File: config.mk
export PLATFORM = sky130hd
export DESIGN_NAME = abs_status
export DESIGN_NICKNAME = d
export VERILOG_FILES = /design/src/logic/abs_pkg.sv /design/src/logic/abs_level_enc.sv /design/src/logic/abs_status.sv
export VERILOG_INCLUDE_DIRS = /design/src /design/src/logic
export SDC_FILE = /design/constraint.sdc
export NUM_CORES = 1
export LEC_CHECK = 0
export BUFFER_PORTS_ARGS = -buffer_cell sky130_fd_sc_hd__buf_2
export CAP_MARGIN = 20
export CORE_MARGIN = 1
export CORE_UTILIZATION = 25
export DETAILED_ROUTE_END_ITERATION = 10
export PLACE_DENSITY_LB_ADDON = 0.1
export SYNTH_ARGS = -nofsm -noshare
export SYNTH_HDL_FRONTEND = slang
export SYNTH_SLANG_ARGS = --single-unit
File: constraint.sdc
create_clock -name sys_clk -period 2.2 [get_ports sys_clk]
set_input_delay 0 -clock sys_clk [delete_from_list [all_inputs] [get_ports sys_clk]]
set_output_delay 0 -clock sys_clk [all_outputs]
set_load 0.005 [all_outputs]
File: src/logic/abs_consts.svh
/*
 * constants for the audio block status flag logic: register offsets,
 * field positions, reset values and fifo geometry.
 * assumes inclusion by bare name from logic/ files.
 */
`ifndef ABS_CONSTS_SVH
`define ABS_CONSTS_SVH

// ****************************************************************
// register byte offsets
// ****************************************************************
`define ABS_OFS_STATUS      12'h000
`define ABS_OFS_MASK        12'h004
`define ABS_OFS_CLEAR       12'h008
`define ABS_OFS_CONTROL     12'h00C

// ****************************************************************
// field positions
// ****************************************************************
`define ABS_BIT_LATE        6
`define ABS_BIT_EARLY       5
`define ABS_BIT_CODEC       4
`define ABS_LVL_LSB         16
`define ABS_LVL_MSB         18
`define ABS_CTL_RX          0
`define ABS_CTL_SLAVE       1
`define ABS_CTL_PROT_LSB    2
`define ABS_CTL_PROT_MSB    3

// ****************************************************************
// reset values and geometry
// ****************************************************************
`define ABS_MASK_RESET      3'h0
`define ABS_CTL_RESET       4'h0
`define ABS_FIFO_DEPTH      9'h008
`define ABS_CNT_W           4

`endif

File: src/logic/abs_pkg.sv
/*
 * types shared by the audio block status flag logic.
 * assumes abs_consts.svh for numeric values.
 */
package abs_pkg;

    // audio protocol selection
    typedef enum logic [1:0] {
        ABS_PROT_FREE  = 2'h0,
        ABS_PROT_SPDIF = 2'h1,
        ABS_PROT_AC97  = 2'h2
    } abs_prot_type;

    // fill level codes
    typedef enum logic [2:0] {
        ABS_LVL_EMPTY = 3'h0,
        ABS_LVL_Q1    = 3'h1,
        ABS_LVL_Q2    = 3'h2,
        ABS_LVL_Q3    = 3'h3,
        ABS_LVL_Q4    = 3'h4,
        ABS_LVL_FULL  = 3'h5
    } abs_lvl_type;

    // events from the rest of the audio block
    typedef struct packed {
        logic late_sync;
        logic early_sync;
        logic codec_wait;
    } abs_evt_type;

    // apb request
    typedef struct packed {
        logic        psel;
        logic        penable;
        logic        pwrite;
        logic [11:0] paddr;
        logic [31:0] pwdata;
    } abs_apb_req_type;

endpackage

File: src/logic/abs_level_enc.sv
/*
 * fifo fill level encoder for transmitter and receiver configurations.
 * assumes the fill count is synchronous and never above the depth.
 */
`timescale 1ns/1ps
`include "abs_consts.svh"

module abs_level_enc (
    // fill state
    input  wire logic [`ABS_CNT_W-1:0] fill_count,
    input  wire logic                  is_receiver,
    // encoded level
    output abs_pkg::abs_lvl_type       level_code
);

    // four times the count against multiples of the depth avoids division
    logic [8:0] scaled;
    assign scaled = {3'h0, fill_count, 2'h0};

    // receiver edges sit on the low side of each quarter, transmitter high
    always_comb begin
        if (fill_count == 4'h0) begin
            level_code = abs_pkg::ABS_LVL_EMPTY;
        end else if ({5'h00, fill_count} >= `ABS_FIFO_DEPTH) begin
            level_code = abs_pkg::ABS_LVL_FULL;
        end else if (is_receiver) begin
            if (scaled < `ABS_FIFO_DEPTH) begin
                level_code = abs_pkg::ABS_LVL_Q1;
            end else if (scaled < 9'(2 * `ABS_FIFO_DEPTH)) begin
                level_code = abs_pkg::ABS_LVL_Q2;
            end else if (scaled < 9'(3 * `ABS_FIFO_DEPTH)) begin
                level_code = abs_pkg::ABS_LVL_Q3;
            end else begin
                level_code = abs_pkg::ABS_LVL_Q4;
            end
        end else begin
            if (scaled <= `ABS_FIFO_DEPTH) begin
                level_code = abs_pkg::ABS_LVL_Q1;
            end else if (scaled <= 9'(2 * `ABS_FIFO_DEPTH)) begin
                level_code = abs_pkg::ABS_LVL_Q2;
            end else if (scaled <= 9'(3 * `ABS_FIFO_DEPTH)) begin
                level_code = abs_pkg::ABS_LVL_Q3;
            end else begin
                level_code = abs_pkg::ABS_LVL_Q4;
            end
        end
    end

endmodule

File: src/logic/abs_status.sv
/*
 * status flag logic of one serial audio block with its apb register
 * slave: status, interrupt mask, flag clear and a small control word.
 * assumes event pulses and fill count come synchronous to sys_clk.
 */
// Overview of operation
// - three bit fill level in status bits 18:16, hardware only
// - transmitter level codes: empty, up to quarters inclusive, full
// - receiver level codes: empty, below quarter edges, full
// - late sync error flag at bit 6 when sync is missing
// - early sync error flag at bit 5 when sync comes early
// - sync error flags only set in slave mode
// - sync error flags unused under ac97 or spdif protocols
// - late sync interrupt only when its mask enable is set
// - late sync flag cleared by writing its clear bit
// - early sync interrupt gated by mask, flag cleared by clear bit
// - codec not ready flag at bit 4, one means not ready
// - codec flag used only with ac97 selected in receiver mode
// - codec interrupt gated by mask, flag cleared by clear bit
`timescale 1ns/1ps
`include "abs_consts.svh"

module abs_status (
    // clock and reset
    input  wire logic                   sys_clk,
    input  wire logic                   rst,
    // apb slave
    input  wire logic                   psel,
    input  wire logic                   penable,
    input  wire logic                   pwrite,
    input  wire logic [11:0]            paddr,
    input  wire logic [31:0]            pwdata,
    input  wire logic [3:0]             pstrb,
    output logic      [31:0]            prdata,
    output logic                        pready,
    output logic                        pslverr,
    // audio block events and fill state
    input  wire abs_pkg::abs_evt_type   events,
    input  wire logic [`ABS_CNT_W-1:0]  fill_count,
    // block interrupt and configuration out
    output logic                        block_irq,
    output logic                        is_slave,
    output logic                        is_receiver,
    output abs_pkg::abs_prot_type       protocol
);

    // ****************************************************************
    // bus decode
    // ****************************************************************

    // one-hot access states
    typedef enum logic [1:0] {
        ABS_BUS_IDLE = 2'b01,
        ABS_BUS_DONE = 2'b10
    } abs_bus_type;

    abs_bus_type bus_state;
    abs_bus_type next_bus_state;

    // address decode shared by read and write paths
    function automatic logic hit(input logic [11:0] addr, input logic [11:0] ofs);
        hit = (addr == ofs);
    endfunction

    logic access;
    logic wr_en;
    logic mapped;

    // access phase with a known offset; writes need the low byte lane
    assign access = psel && penable;
    assign mapped = hit(paddr, `ABS_OFS_STATUS) || hit(paddr, `ABS_OFS_MASK)
                 || hit(paddr, `ABS_OFS_CLEAR) || hit(paddr, `ABS_OFS_CONTROL);
    assign wr_en  = access && pwrite && mapped && pstrb[0];

    // zero wait states: ready in every access phase
    assign pready  = access;
    assign pslverr = access && !mapped;

    // bus state tracks completed accesses, for symmetry of setup/access
    always_comb begin
        unique case (bus_state)
            ABS_BUS_IDLE: next_bus_state = access ? ABS_BUS_DONE : ABS_BUS_IDLE;
            ABS_BUS_DONE: next_bus_state = ABS_BUS_IDLE;
            default:      next_bus_state = ABS_BUS_IDLE;
        endcase
    end

    always_ff @(posedge sys_clk) begin
        if (rst) begin
            bus_state <= ABS_BUS_IDLE;
        end else begin
            bus_state <= next_bus_state;
        end
    end

    // ****************************************************************
    // control and mask registers
    // ****************************************************************

    logic [2:0] irq_mask;   // late, early, codec enables
    logic [3:0] control;

    // mask writes
    always_ff @(posedge sys_clk) begin
        if (rst) begin
            irq_mask <= `ABS_MASK_RESET;
        end else if (wr_en && hit(paddr, `ABS_OFS_MASK)) begin
            irq_mask <= {pwdata[`ABS_BIT_LATE], pwdata[`ABS_BIT_EARLY],
                         pwdata[`ABS_BIT_CODEC]};
        end
    end

    // control writes
    always_ff @(posedge sys_clk) begin
        if (rst) begin
            control <= `ABS_CTL_RESET;
        end else if (wr_en && hit(paddr, `ABS_OFS_CONTROL)) begin
            control <= pwdata[3:0];
        end
    end

    assign is_receiver = control[`ABS_CTL_RX];
    assign is_slave    = control[`ABS_CTL_SLAVE];
    assign protocol    = abs_pkg::abs_prot_type'(control[`ABS_CTL_PROT_MSB:`ABS_CTL_PROT_LSB]);

    // ****************************************************************
    // sticky flags
    // ****************************************************************

    logic late_flag;
    logic early_flag;
    logic codec_flag;
    logic sync_allowed;
    logic codec_allowed;
    logic clr_wr;

    assign sync_allowed  = is_slave && (protocol == abs_pkg::ABS_PROT_FREE);
    assign codec_allowed = (protocol == abs_pkg::ABS_PROT_AC97) && is_receiver;
    assign clr_wr        = wr_en && hit(paddr, `ABS_OFS_CLEAR);

    always_ff @(posedge sys_clk) begin
        if (rst) begin
            late_flag <= 1'b0;
        end else if (events.late_sync && sync_allowed) begin
            late_flag <= 1'b1;
        end else if (clr_wr && pwdata[`ABS_BIT_LATE]) begin
            late_flag <= 1'b0;
        end
    end

    always_ff @(posedge sys_clk) begin
        if (rst) begin
            early_flag <= 1'b0;
        end else if (events.early_sync && sync_allowed) begin
            early_flag <= 1'b1;
        end else if (clr_wr && pwdata[`ABS_BIT_EARLY]) begin
            early_flag <= 1'b0;
        end
    end

    always_ff @(posedge sys_clk) begin
        if (rst) begin
            codec_flag <= 1'b0;
        end else if (events.codec_wait && codec_allowed) begin
            codec_flag <= 1'b1;
        end else if (clr_wr && pwdata[`ABS_BIT_CODEC]) begin
            codec_flag <= 1'b0;
        end
    end

    // ****************************************************************
    // interrupt
    // ****************************************************************

    always_ff @(posedge sys_clk) begin
        if (rst) begin
            block_irq <= 1'b0;
        end else begin
            block_irq <= (late_flag && irq_mask[2]) || (early_flag && irq_mask[1])
                      || (codec_flag && irq_mask[0]);
        end
    end

    // ****************************************************************
    // fill level and read data
    // ****************************************************************

    abs_pkg::abs_lvl_type level_code;

    abs_level_enc u_level (
        .fill_count  (fill_count),
        .is_receiver (is_receiver),
        .level_code  (level_code)
    );

    logic [31:0] status_word;

    always_comb begin
        status_word = 32'h0000_0000;
        status_word[`ABS_LVL_MSB:`ABS_LVL_LSB] = level_code;
        status_word[`ABS_BIT_LATE]  = late_flag;
        status_word[`ABS_BIT_EARLY] = early_flag;
        status_word[`ABS_BIT_CODEC] = codec_flag;
    end

    // read mux; clear register reads as zero
    always_comb begin
        prdata = 32'h0000_0000;
        if (access && !pwrite) begin
            if (hit(paddr, `ABS_OFS_STATUS)) begin
                prdata = status_word;
            end else if (hit(paddr, `ABS_OFS_MASK)) begin
                prdata[`ABS_BIT_LATE]  = irq_mask[2];
                prdata[`ABS_BIT_EARLY] = irq_mask[1];
                prdata[`ABS_BIT_CODEC] = irq_mask[0];
            end else if (hit(paddr, `ABS_OFS_CONTROL)) begin
                prdata[3:0] = control;
            end
        end
    end

endmodule

# After elaboration in Yosys (flattened, before gate mapping)

Cells that the tools add are included.
W data, S select, Z words.

Bits in read-only memories: 0
Memories kept: 0
Register bits: 11
Output and inout port bits: 39
RAM bits: 0
Latch bits: 0
Word-level logic and storage cells: 71
Input bits: 60

Bitwise gates (word level): 0
Multiply operators: 0
Magnitude comparators: 7
Divide/modulo/power cells: 0
Mux-type cells: 21
Equality and inequality tests: 4
Shift-type cells: 0
Add/subtract/negate cells: 0
Reduce and logical (&&, ||, !) cells: 33

Operator list:

| cell                  | number |
|---|---|
| $mux W3               | 10 |
| $eq A12 B4 Y1 const B | 2 |
| $logic_and A1 B1 Y1   | 20 |
| $mux W19              | 1 |
| $eq A12 B3 Y1 const B | 1 |
| $le A6 B5 Y1 const B  | 2 |
| $logic_not A12 Y1     | 1 |
| $lt A6 B5 Y1 const B  | 2 |
| $mux W12              | 1 |
| $mux W4               | 2 |
| $mux W7               | 1 |
| $le A6 B4 Y1 const B  | 1 |
| $lt A6 B4 Y1 const B  | 1 |
| $mux W1               | 6 |
| $reduce_bool A2 Y1    | 3 |
| $logic_or A1 B1 Y1    | 5 |
| $ge A4 B4 Y1 const B  | 1 |
| $logic_not A4 Y1      | 1 |
| $eq A2 B2 Y1 const B  | 1 |
| $logic_not A1 Y1      | 2 |
| $logic_not A2 Y1      | 1 |

# Logic depth before layout (Yosys ltp)

Gate-level depths: netlist of the first run.

Word-level depth: 10
Mapped depth: 5
Mapped depth without buffers: 4

# By module

From an unflattened synthesis of the first run, not the netlist that was laid out.

Cell total of the unflattened synthesis: 112
Area, all modules: 1,002.2 µm²

Modules (own cells, without submodules):

| module        | area each (µm²) | cells an instance | times used | seq. area each (µm²) |
|---|---|---|---|---|
| abs_status    | 934.6           | 103               | 1          | 220.2 |
| abs_level_enc | 67.6            | 9                 | 1          | 0.0 |

# Least setup slack after synthesis of the first run

Ideal clock, no wire load.

Path type: input-to-reg
Start point: in paddr[5]
End point: reg control[0]
Setup slack: 1,129 ps
Path buffers: 0
Library setup time: 70 ps
Data required time: 2,130 ps
Cell stages on the path: 4
Arrival: 1,001 ps
Cell sequence: nor4_4 nand4_4 or3_1 a21oi_1

Word-level cells in the longest chain between the ends: 7
Elaborated cells between the ends (all ways): 10
Those cells by class: eq/ne: 3; reduce/logical: 7

Ends and longest elaborated chain:

| what                                               | RTL line          | source |
|---|---|---|
| start, declared                                    | abs_status.sv:31  | `input wire logic [11:0] paddr,` |
| $eq A12 B3 Y1 or $logic_not A12 Y1 (tied branches) | abs_status.sv:62  | `hit = (addr == ofs);` |
| $logic_or A1 B1 Y1 (3 in a row)                    | abs_status.sv:71  | `` assign mapped = hit(paddr, `ABS_OFS_STATUS) \|\| hit(paddr, `ABS_OFS_MASK) `` |
| $logic_and A1 B1 Y1 (2 in a row)                   | abs_status.sv:73  | `assign wr_en = access && pwrite && mapped && pstrb[0];` |
| $logic_and A1 B1 Y1 (*)                            | abs_status.sv:117 | `` end else if (wr_en && hit(paddr, `ABS_OFS_CONTROL)) begin `` |
| end signal, assigned                               | abs_status.sv:116 | `` control <= `ABS_CTL_RESET; `` |
| end signal, assigned                               | abs_status.sv:118 | `control <= pwdata[3:0];` |
| end, declared                                      | abs_status.sv:101 | `logic [3:0] control;` |

Mark *: on every way between the ends. The rest lies on a longest branch, timed or not.
A chain may end at the register's enable or synchronous reset.

# Worst setup path in the final report of the first run

Start point: in paddr[5]
End point: out prdata[17]

Word-level cells in the longest chain between the ends: 3

Ends and longest elaborated chain:

| what              | RTL line          | source |
|---|---|---|
| $logic_not A12 Y1 | abs_status.sv:62  |  |
| $mux W12          | abs_status.sv:210 | `` if (hit(paddr, `ABS_OFS_STATUS)) begin `` |
| $mux W19          | abs_status.sv:209 | `if (access && !pwrite) begin` |
| end, declared     | abs_status.sv:34  | `output logic [31:0] prdata,` |

Every way passes these cells.

==> summary.md, run 1 <==
| Metric | Value |
|---|---|
| GR Overflow Total | 0 |
| Worst hold path type | in -> reg |
| Largest net degree at the start of global routing | 13 |
| Net Sw Power | 125 uW |
| Syn Area/Cell | 7.76 um2 |
| Tot GR Track Use | approximately an eighth |
| EDFF count, synth | 0 |
| CTS clk-pin slew, worst paths | ~0.080 ns |
| Final ANT Viol Nets | 0 |
| Synth top area cells | dfxtp_1 24%, buf_4 18%, o21ai_0 5.5% |
| Async SR Flop Fraction | 0% |
| Area Overhead vs Synth | 31.7% |
| Final setup viols | 0 |
| Reg power frac | 46.3% |
| Die Y | 62.5 um |
| Critical path class | in -> out |
| CTS resizes | 0 |
| Top cells by count, synth | 22 x buf_4, 11 x dfxtp_1, 10 x o21ai_0 |
| Total via count in the routed design | 971 |
| Drt total wl | ~2300 um |
| CTS tree | yes |
| Max Clock Skew | ~0.0073 ns |
| Final nets | 234 |
| Worst-skew pair later-pin latency | 0.27 ns |
| Mapped Cells | approximately 120 |
| Main synth FF type | dfxtp_1 |
| Leak | 0.612 nW |
| Share of post-route cells with drive strength above 1 | 33.5% |
| Avg WL per Cell | 10.4 um |
| Yosys top cell area share | 24.0% |
| Post-CTS setup buffers | 0 |
| Hold Slack | 0.00945 ns |
| FP Rows | 21 |
| Required time worst endpoint | 2.20 ns |
| Count leader, synth | buf_4 |
| Int Pwr | 305 uW |
| Hold Fails Final Rpt | 0 |
| TritonCTS Buffers | 3 |
| CTS Buffer Depth | 2 |
| Placed cell areas | 0.00112 mm2 |
| Die width | 62.5 um |
| Final Max Tran Viols | 0 |
| Synthesized flop and latch total | 11 |
| Diode count | 0 |
| DRC | 0 |
| Vias in the first global route | ~860 |
| Fin area | roughly 0.0012 mm2 |
| Worst Path Max Fanout | 6 |
| Post-DP HPWL | 1840 um |
| GP Congestion | 0.839 |
| Antenna violations before repair | 0 |
| Htree depth | 1 |
| Synth unique cells | 33 |
| Ratio of final minimum period to clock period | 63.9% |
| DRT Pass-1 Iters | 4 |
| Total Neg Setup Slack | 0 ns |
| Hold bufs inserted after CTS | 6 |
| Crit end category | primary output |
| Filler cell count | 397 |
| Core Util, Final | 35.3% |
| Status | finished clean |
| Synth area leader | dfxtp_1 |
| RSZ-0062 raised after global routing | no |
| Syn. warnings | 0 |
| First-pass GRT wire length | 3920 um |
| PortBufs | 48 |
| Post-Synthesis Cell Area | 916 um2 |
| VDD IR-drop max | 0.198 mV |
| Clock Tree Root | clkbuf_4 |
| Clock Power Share | about 34% |
| Sw Ratio | around 29% |
| Startpoint Class | input pin |
| Area of the core | between 0.003 and 0.004 mm2 |
| Max cap viols | 0 |
| CP arrival | 1.40 ns |
| Fin crit period | 1.40 ns |
| Die area | 0.00391 mm2 |
| Clk sinks | 11 |
| Sequential share of the synthesized area | 24.0% |
| Logic pwr share | 19.8% |
| Worst-case reg-to-reg path depth | 2 |
| PwrDens | 356 mW/mm2 |
| Initial DRC count | 24 |
| I/O Pins | 99 |
| Max Freq | a little over 700 MHz |
| Initial core utilization | 26.8% |
| Vias per inst | 4.43 |
| Worst hold stages | 3 |
-- layout make-up --
type | count | area [um2] | share of cell area [%]
inverter | 8 | 30.0 | 2.49
sequential | 11 | 220 | 18.3
tap | 46 | 57.6 | 4.77
multi-input combinational | 96 | 571 | 47.3
clock inverter | 1 | 5.00 | 0.415
clock buffer | 3 | 22.5 | 1.87
timing repair buffer | 54 | 300 | 24.9
-- worst max-delay path, stage by stage --
cell	delay (ns)
buf_2	0.11
nor4_4	0.45
nand4_1	0.26
or2_4	0.31
nor3_2	0.14
buf_2	0.13
-- cells by family after synthesis --
kind of cell / count (synthesis) / share of synthesized area (%)
simple gates: 47 / 34.8
buf+inv: 32 / 22.3
xor+xnor: 1 / 0.956
other cells: 1 / 0.409
compound gates: 22 / 13.1
flops: 11 / 24.0
mux: 4 / 4.37
-- power groups by stage --
stage / clock, mW / combinational, mW / sequential (mW)
5_1_grt: 0.165 / 0.0960 / 0.199
4_1_cts: 0.150 / 0.0853 / 0.199
6_report: 0.146 / 0.0852 / 0.199
3_5_place_dp: 0 / 0.0768 / 0.204
3_3_place_gp: 0 / 0.0753 / 0.204
2_1_floorplan: 0 / 0.0623 / 0.204
-- per-stage QoR --
step | worst slack [ns] | instances | power (mW)
after floorplan | 1.13 | 139 | 0.266
after global placement | 0.790 | 209 | 0.279
after detailed placement | 0.775 | 209 | 0.280
after CTS | 0.779 | 219 | 0.434
after global routing | 0.662 | 219 | 0.460
final | 0.795 | 219 | 0.430
-- registers in the layout, summed over array words and instances, names as in the netlist --
signal / cells
control: 4
codec_flag: 1
early_flag: 1
late_flag: 1
block_irq: 1
irq_mask: 3
-- final timing paths --
kind	startpoint	slack, ns	to
min	events[0]	0.009	codec_flag
max reg2reg	codec_flag	1.32	block_irq
min reg2reg	irq_mask[0]	0.50	irq_mask[0]
max	paddr[5]	0.80	prdata[17]
-- layer usage --
| metal | GRT usage (%) | share of wire (%) |
|---|---|---|
| met5 | 0 | 0 |
| met4 | 6.40 | 1.4 |
| met3 | 2.92 | 7.1 |
| met2 | 18.8 | 45 |
| met1 | 16.3 | 46 |
-- placed cells by master (no fill, tap or decap) --
master,instances
inv_1,8
clkbuf_4,3
a31oi_1,1
nand2b_1,2
nor2_1,9
nand4b_1,1
and2_1,4
nand2_1,6
o21ai_0,10
mux2i_1,4
nor3_2,1
and4_1,1
conb_1,22
xor2_1,1
and4b_1,1
and3_1,1
a21oi_1,9
a222oi_1,1
nand3_1,4
dlygate4sd3_1,6
nor3b_1,1
or2_2,1
dfxtp_1,11
nor2b_1,2
or2_4,1
or3_1,3
nand4_1,3
nor4_4,2
clkinv_2,1
a211o_1,1
nor3_1,1
nand4_4,1
buf_2,48
nor4bb_1,2
(Power assumes the default switching activity.)
==> run 2, diff against run 1 <==
clock period = 1.4 ns   (was 2.2 ns; I/O delays follow)
==> summary.md, run 2 (synthesis gave the netlist of run 1 again) <==
| Metric | Value |
|---|---|
| Status | finished clean (unchanged) |
| Share of post-route cells with drive strength above 1 | 36.4% (was 33.5%) |
| Max Freq | 820 MHz |
| CTS clk-pin slew, worst paths | 0.07 ns (was 0.08 ns) |
| Placed cells | 211 (was 209) |
| Worst Path Max Fanout | 6 (unchanged) |
| RSZ-0062 raised after global routing | no (unchanged) |
| Antenna violations before repair | 0 (unchanged) |
| Die width | 62.5 um (unchanged) |
| TritonCTS Buffers | 3 (unchanged) |
| I/O Pins | 99 (unchanged) |
| Leak | 0.628 nW (was 0.612 nW) |
| Vias per inst | 4.29 (was 4.43) |
| Final nets | 237 (was 234) |
| FP Rows | 21 (unchanged) |
| Avg WL per Cell | 10.2 um (was 10.4 um) |
| Final non-filler cell total | 222 (was 219) |
| Int Pwr | 482 uW (was 305 uW) |
| Top Registers | control: 4 flops, irq_mask: 3 flops (unchanged) |
| Sw Ratio | 26.8% (was 29.0%) |
| Largest Register | control (unchanged) |
| Die area | 0.00391 mm2 (unchanged) |
| Htree depth | 1 (unchanged) |
| Crit end category | primary output (unchanged) |
| Startpoint Class | flop (was input pin) |
| Most frequent cells in the layout | 48 x buf_2, 22 x conb_1, 11 x dfxtp_1 (unchanged) |
| PwrDens | 539 mW/mm2 (was 356 mW/mm2) |
| Post-Place Setup Slack | 0.0551 ns (was 0.775 ns) |
| Fin crit period | around 1.2 ns |
| Final Max Tran Viols | 0 (unchanged) |
| Largest net degree at the start of global routing | 13 (unchanged) |
| Post-DP HPWL | 1870 um (was 1840 um) |
| Vias in the first global route | 873 (was 862) |
| Net Sw Power | 177 uW (was 125 uW) |
| Required time worst endpoint | 1.40 ns (was 2.20 ns) |
| Area of the core | 0.00342 mm2 (unchanged) |
| Clk sinks | 11 (unchanged) |
| Total Neg Setup Slack | 0 ns (unchanged) |
| Reg power frac | 47.4% (was 46.3%) |
| Logic pwr share | 20.1% (was 19.8%) |
| Max reg flops | 4 (unchanged) |
| Worst-skew pair later-pin latency | 0.26 ns (was 0.27 ns) |
| Tot Pwr | 659 uW (was 430 uW) |
| Tot GR Track Use | 11.7% (was 12.4%) |
| GR Overflow Total | 0 (unchanged) |
| Drt total wl | 2260 um (was 2290 um) |
| Most common cell after layout, fill and taps aside | buf_2 (unchanged) |
| First-pass GRT wire length | 3750 um (was 3920 um) |
| CTS Buffer Depth | 2 (unchanged) |
| GP Congestion | 0.820 (was 0.839) |
| Initial DRC count | 19 (was 24) |
| Worst hold path type | in -> reg (unchanged) |
| Final setup viols | 0 (unchanged) |
| Ratio of final minimum period to clock period | 87.1% |
| Final ANT Viol Nets | 0 (unchanged) |
| CTS tree | yes (unchanged) |
| Initial core utilization | 26.8% (unchanged) |
| Clock Tree Root | clkbuf_4 (unchanged) |
| Hold Fails Final Rpt | 0 (unchanged) |
| Total via count in the routed design | 952 (was 971) |
| Area Overhead vs Synth | 33.6% (was 31.7%) |
| Clock Power Share | 32.5% (was 33.9%) |
| Diode count | 0 (unchanged) |
| DRT Pass-1 Iters | 4 (unchanged) |
| Max cap viols | 0 (unchanged) |
| Final worst slack | 0.181 ns (was 0.795 ns) |
| Max Clock Skew | 0.00633 ns (was 0.00731 ns) |
| PortBufs | 48 (unchanged) |
| Critical path class | reg -> out (was in -> out) |
| DRC | 0 (unchanged) |
| Die Y | 62.5 um (unchanged) |
| CP arrival | 1.22 ns (was 1.40 ns) |
| VDD IR-drop max | 0.369 mV (was 0.198 mV) |
==> run 2: path summary, 6_finish.rpt <==
| kind | cells after the start | endpoint | startpoint | slack [ns] |
|---|---|---|---|---|
| max | 5 | prdata[18] | control[0] | 0.18 |
| min | 3 | irq_mask[0] | pwdata[4] | 0.02 |
| max reg2reg | 2 | block_irq | codec_flag | 0.52 |
| min reg2reg | 2 | irq_mask[0] | irq_mask[0] | 0.50 |
==> run 2: worst max-delay path: stages (launching register included) <==
cell and delay [ns]:
dfxtp_1 0.37, o21ai_2 0.20, inv_1 0.06, a21oi_1 0.15, nor2_1 0.05, buf_2 0.12
==> run 2: cell type report <==
type / count / area (um2)
Timing Repair Buffer: 57 / 315
Inverter: 8 / 30.0
Sequential cell: 11 / 220
Tap cell: 46 / 57.6
Multi-Input combinational cell: 96 / 574
Clock buffer: 4 / 26.3
Fill cell: 395 / 2190
==> run 2: stage by stage <==
step / hold WS, ns / instance area [um2] / utilization, %
3_3_place_gp: 0.186 / 1130 / 33.2
3_5_place_dp: 0.189 / 1130 / 33.2
4_1_cts: 0.00375 / 1190 / 34.8
2_1_floorplan: 0.0235 / 995 / -
5_1_grt: 0.0260 / 1220 / 35.8
6_report: 0.0171 / 1220 / 35.8
==> run 2: routing by layer <==
layer / vias to the layer above / global-route usage, % / wire length, um / share of wire [%]
met3: 2 / 2.74 / 172 / 7.6
met2: 42 / 18.2 / 992 / 44
li1: 486 / - / - / -
met4: 0 / 3.49 / 13 / 0.57
met1: 422 / 15.8 / 1090 / 48
met5: - / 0 / 0 / 0
==> run 2: power groups by stage <==
stage | Combinational (mW) | Sequential (mW) | Clock [mW]
after floorplan | 0.0979 | 0.320 | 0
after global placement | 0.119 | 0.320 | 0
after detailed placement | 0.121 | 0.320 | 0
after CTS | 0.128 | 0.313 | 0.224
after global routing | 0.148 | 0.313 | 0.240
final | 0.133 | 0.313 | 0.214
==> run 2: timing repair <==
item | CTS | global route
hold buffers | 3 | 0
pin swaps | 0 | 2
endpoints found under the hold margin | 3 | 0
setup endpoints to repair | 1 | 3
setup buffers | 0 | 4
resized for setup | 1 | 1
==> run 3, diff against run 2 <==
BUFFER_PORTS_ARGS = unset   (was -buffer_cell sky130_fd_sc_hd__buf_2)
DONT_BUFFER_PORTS = 1   (was unset)
SKIP_LAST_GASP = 1   (was unset)
==> summary.md, run 3 (synthesis gave the netlist of run 1 again) <==
| Metric | Value |
|---|---|
| Status | finished clean (unchanged) |
| Initial core utilization | 26.8% (unchanged) |
| Placed cells | 163 (was 211) |
| Critical-path top delay cell | dlygate4sd3_1 (was dfxtp_1) |
| Fin crit period | 1.29 ns (was 1.22 ns) |
| Drt total wl | 2260 um (about the same) |
| Top Registers | control: 4 flops, irq_mask: 3 flops (unchanged) |
| Startpoint Class | input pin (was flop) |
| Diode count | 0 (unchanged) |
| Max Freq | 776 MHz (was 820 MHz) |
| CTS clk-pin slew, worst paths | 0.07 ns (about the same) |
| Antenna violations before repair | 0 (unchanged) |
| Crit path largest cell delay | 0.56 ns (was 0.37 ns) |
| Area of the core | 0.00342 mm2 (unchanged) |
| Ratio of final minimum period to clock period | 92.0% (was 87.1%) |
| Filler cell count | 386 (was 395) |
| Worst Path Max Fanout | 4 (was 6) |
| Core Util, Final | 31.9% (was 35.8%) |
| Clk sinks | 11 (unchanged) |
| Htree depth | 1 (unchanged) |
| Max Clock Skew | 0.00436 ns (was 0.00633 ns) |
| Max reg flops | 4 (unchanged) |
| Most frequent cells in the layout | 22 x conb_1, 14 x dlygate4sd3_1, 11 x dfxtp_1 (was 48 x buf_2, 22 x conb_1, 11 x dfxtp_1) |
| Tot GR Track Use | 11.1% (was 11.7%) |
| Crit end category | flop (was primary output) |
| Most common cell after layout, fill and taps aside | conb_1 (was buf_2) |
| Die Y | 62.5 um (unchanged) |
| Initial DRC count | 32 (was 19) |
| Final non-filler cell total | 185 (was 222) |
| Post-DP HPWL | 1740 um (was 1870 um) |
| Final Max Tran Viols | 0 (unchanged) |
| Hold Fails Final Rpt | 0 (unchanged) |
| Leak | 0.450 nW (was 0.628 nW) |
| Post-Place Setup Slack | 0.170 ns (was 0.0551 ns) |
| Largest Register | control (unchanged) |
| Largest net degree at the start of global routing | 13 (unchanged) |
| TritonCTS Buffers | 3 (unchanged) |
| CTS tree | yes (unchanged) |
| CTS Buffer Depth | 2 (unchanged) |
| CP arrival | 1.49 ns (was 1.22 ns) |
| First-pass GRT wire length | 3390 um (was 3750 um) |
| Critical path class | in -> reg (was reg -> out) |
| Share of post-route cells with drive strength above 1 | 11.5% (was 36.4%) |
| FP Rows | 21 (unchanged) |
| Final nets | 200 (was 237) |
| I/O Pins | 99 (unchanged) |
| Area Overhead vs Synth | 19.1% (was 33.6%) |
| R2R Setup Slk | 0.49 ns (was 0.52 ns) |
| GP Congestion | 0.742 (was 0.820) |
| GR Overflow Total | 0 (unchanged) |
| DRT Pass-1 Iters | 4 (unchanged) |
| DRC | 0 (unchanged) |
| Clock Tree Root | clkbuf_4 (unchanged) |
| VDD IR-drop max | 0.248 mV (was 0.369 mV) |
| Total via count in the routed design | 831 (was 952) |
| Cell Chain, Critical Path | nor4_4 > and4_2 > nand3_1 > dlygate4sd3_1 > a21oi_1 (was o21ai_2 > inv_1 > a21oi_1 > nor2_1 > buf_2) |
| Avg WL per Cell | 12.2 um (was 10.2 um) |
| Die width | 62.5 um (unchanged) |
| Tot Pwr | 621 uW (was 659 uW) |
| Vias in the first global route | 695 (was 873) |
| Required time worst endpoint | 1.60 ns (was 1.40 ns) |
| Vias per inst | 4.49 (was 4.29) |
| Final ANT Viol Nets | 0 (unchanged) |
| PwrDens | 569 mW/mm2 (was 539 mW/mm2) |
| Final setup viols | 0 (unchanged) |
| Worst-skew pair later-pin latency | 0.27 ns (was 0.26 ns) |
| PortBufs | 0 (was 48) |
| Final worst slack | 0.112 ns (was 0.181 ns) |
| Area occupied by multi-input gates | 572 um2 (was 574 um2) |
| Register area | 220 um2 (unchanged) |
| Max cap viols | 0 (unchanged) |
| Die area | 0.00391 mm2 (unchanged) |
| Worst hold path type | in -> reg (unchanged) |
[run 3: worst paths after layout]
kind	startpoint	to	cells past startpoint
setup / recovery	paddr[6]	irq_mask[0]	5
hold / removal	pwdata[4]	codec_flag	3
setup reg to reg	codec_flag	block_irq	2
hold reg to reg	irq_mask[2]	irq_mask[2]	2
[run 3: through the flow]
stage               TNS [ns]  instance area, um2  hold WS (ns)
detailed placement         0                 893        0.0270
global route        -0.00437                1090        0.0285
floorplan                  0                 995        0.0235
global placement           0                 893        0.0262
finish                     0                1090       0.00680
CTS                        0                1060       0.00595
[run 3: final cells by class]
cell class	instances	area share (%)
Sequential cell	11	20.2
Multi-Input combinational cell	96	52.4
Timing Repair Buffer	20	17.0
Inverter	8	2.75
Tap cell	46	5.28
Clock buffer	4	2.41
[run 3: routing by layer]
metal	track usage [%]	wire, um	part of all wire [%]	vias up
met4	5.23	22	0.97	0
met5	0	0	0	-
met3	3.83	205	9.1	4
li1	-	-	-	406
met2	16.8	1010	45	45
met1	13.9	1020	45	376
[run 3: where the power goes]
group / internal (mW) / total [mW] / switching [mW]
combinational: 0.0426 / 0.0869 / 0.0443
clock: 0.110 / 0.221 / 0.111
sequential: 0.313 / 0.313 / 0.00000395
total: 0.465 / 0.621 / 0.155
[run 3: worst max-delay path, delay by kind of cell]
family	cells	cell delay, ns
AO/OA/AOI/OAI	1	0.14
buffers and inverters	1	0.56
AND/OR/NAND/NOR	3	0.79
[run 3: repair_timing]
| item | in CTS | in global routing |
|---|---|---|
| hold endpoints to repair | 11 | 0 |
| gates resized for setup | 0 | 2 |
| endpoints found under the setup margin | 0 | 5 |
| setup buffers | 0 | 4 |
| hold buffers | 14 | 0 |
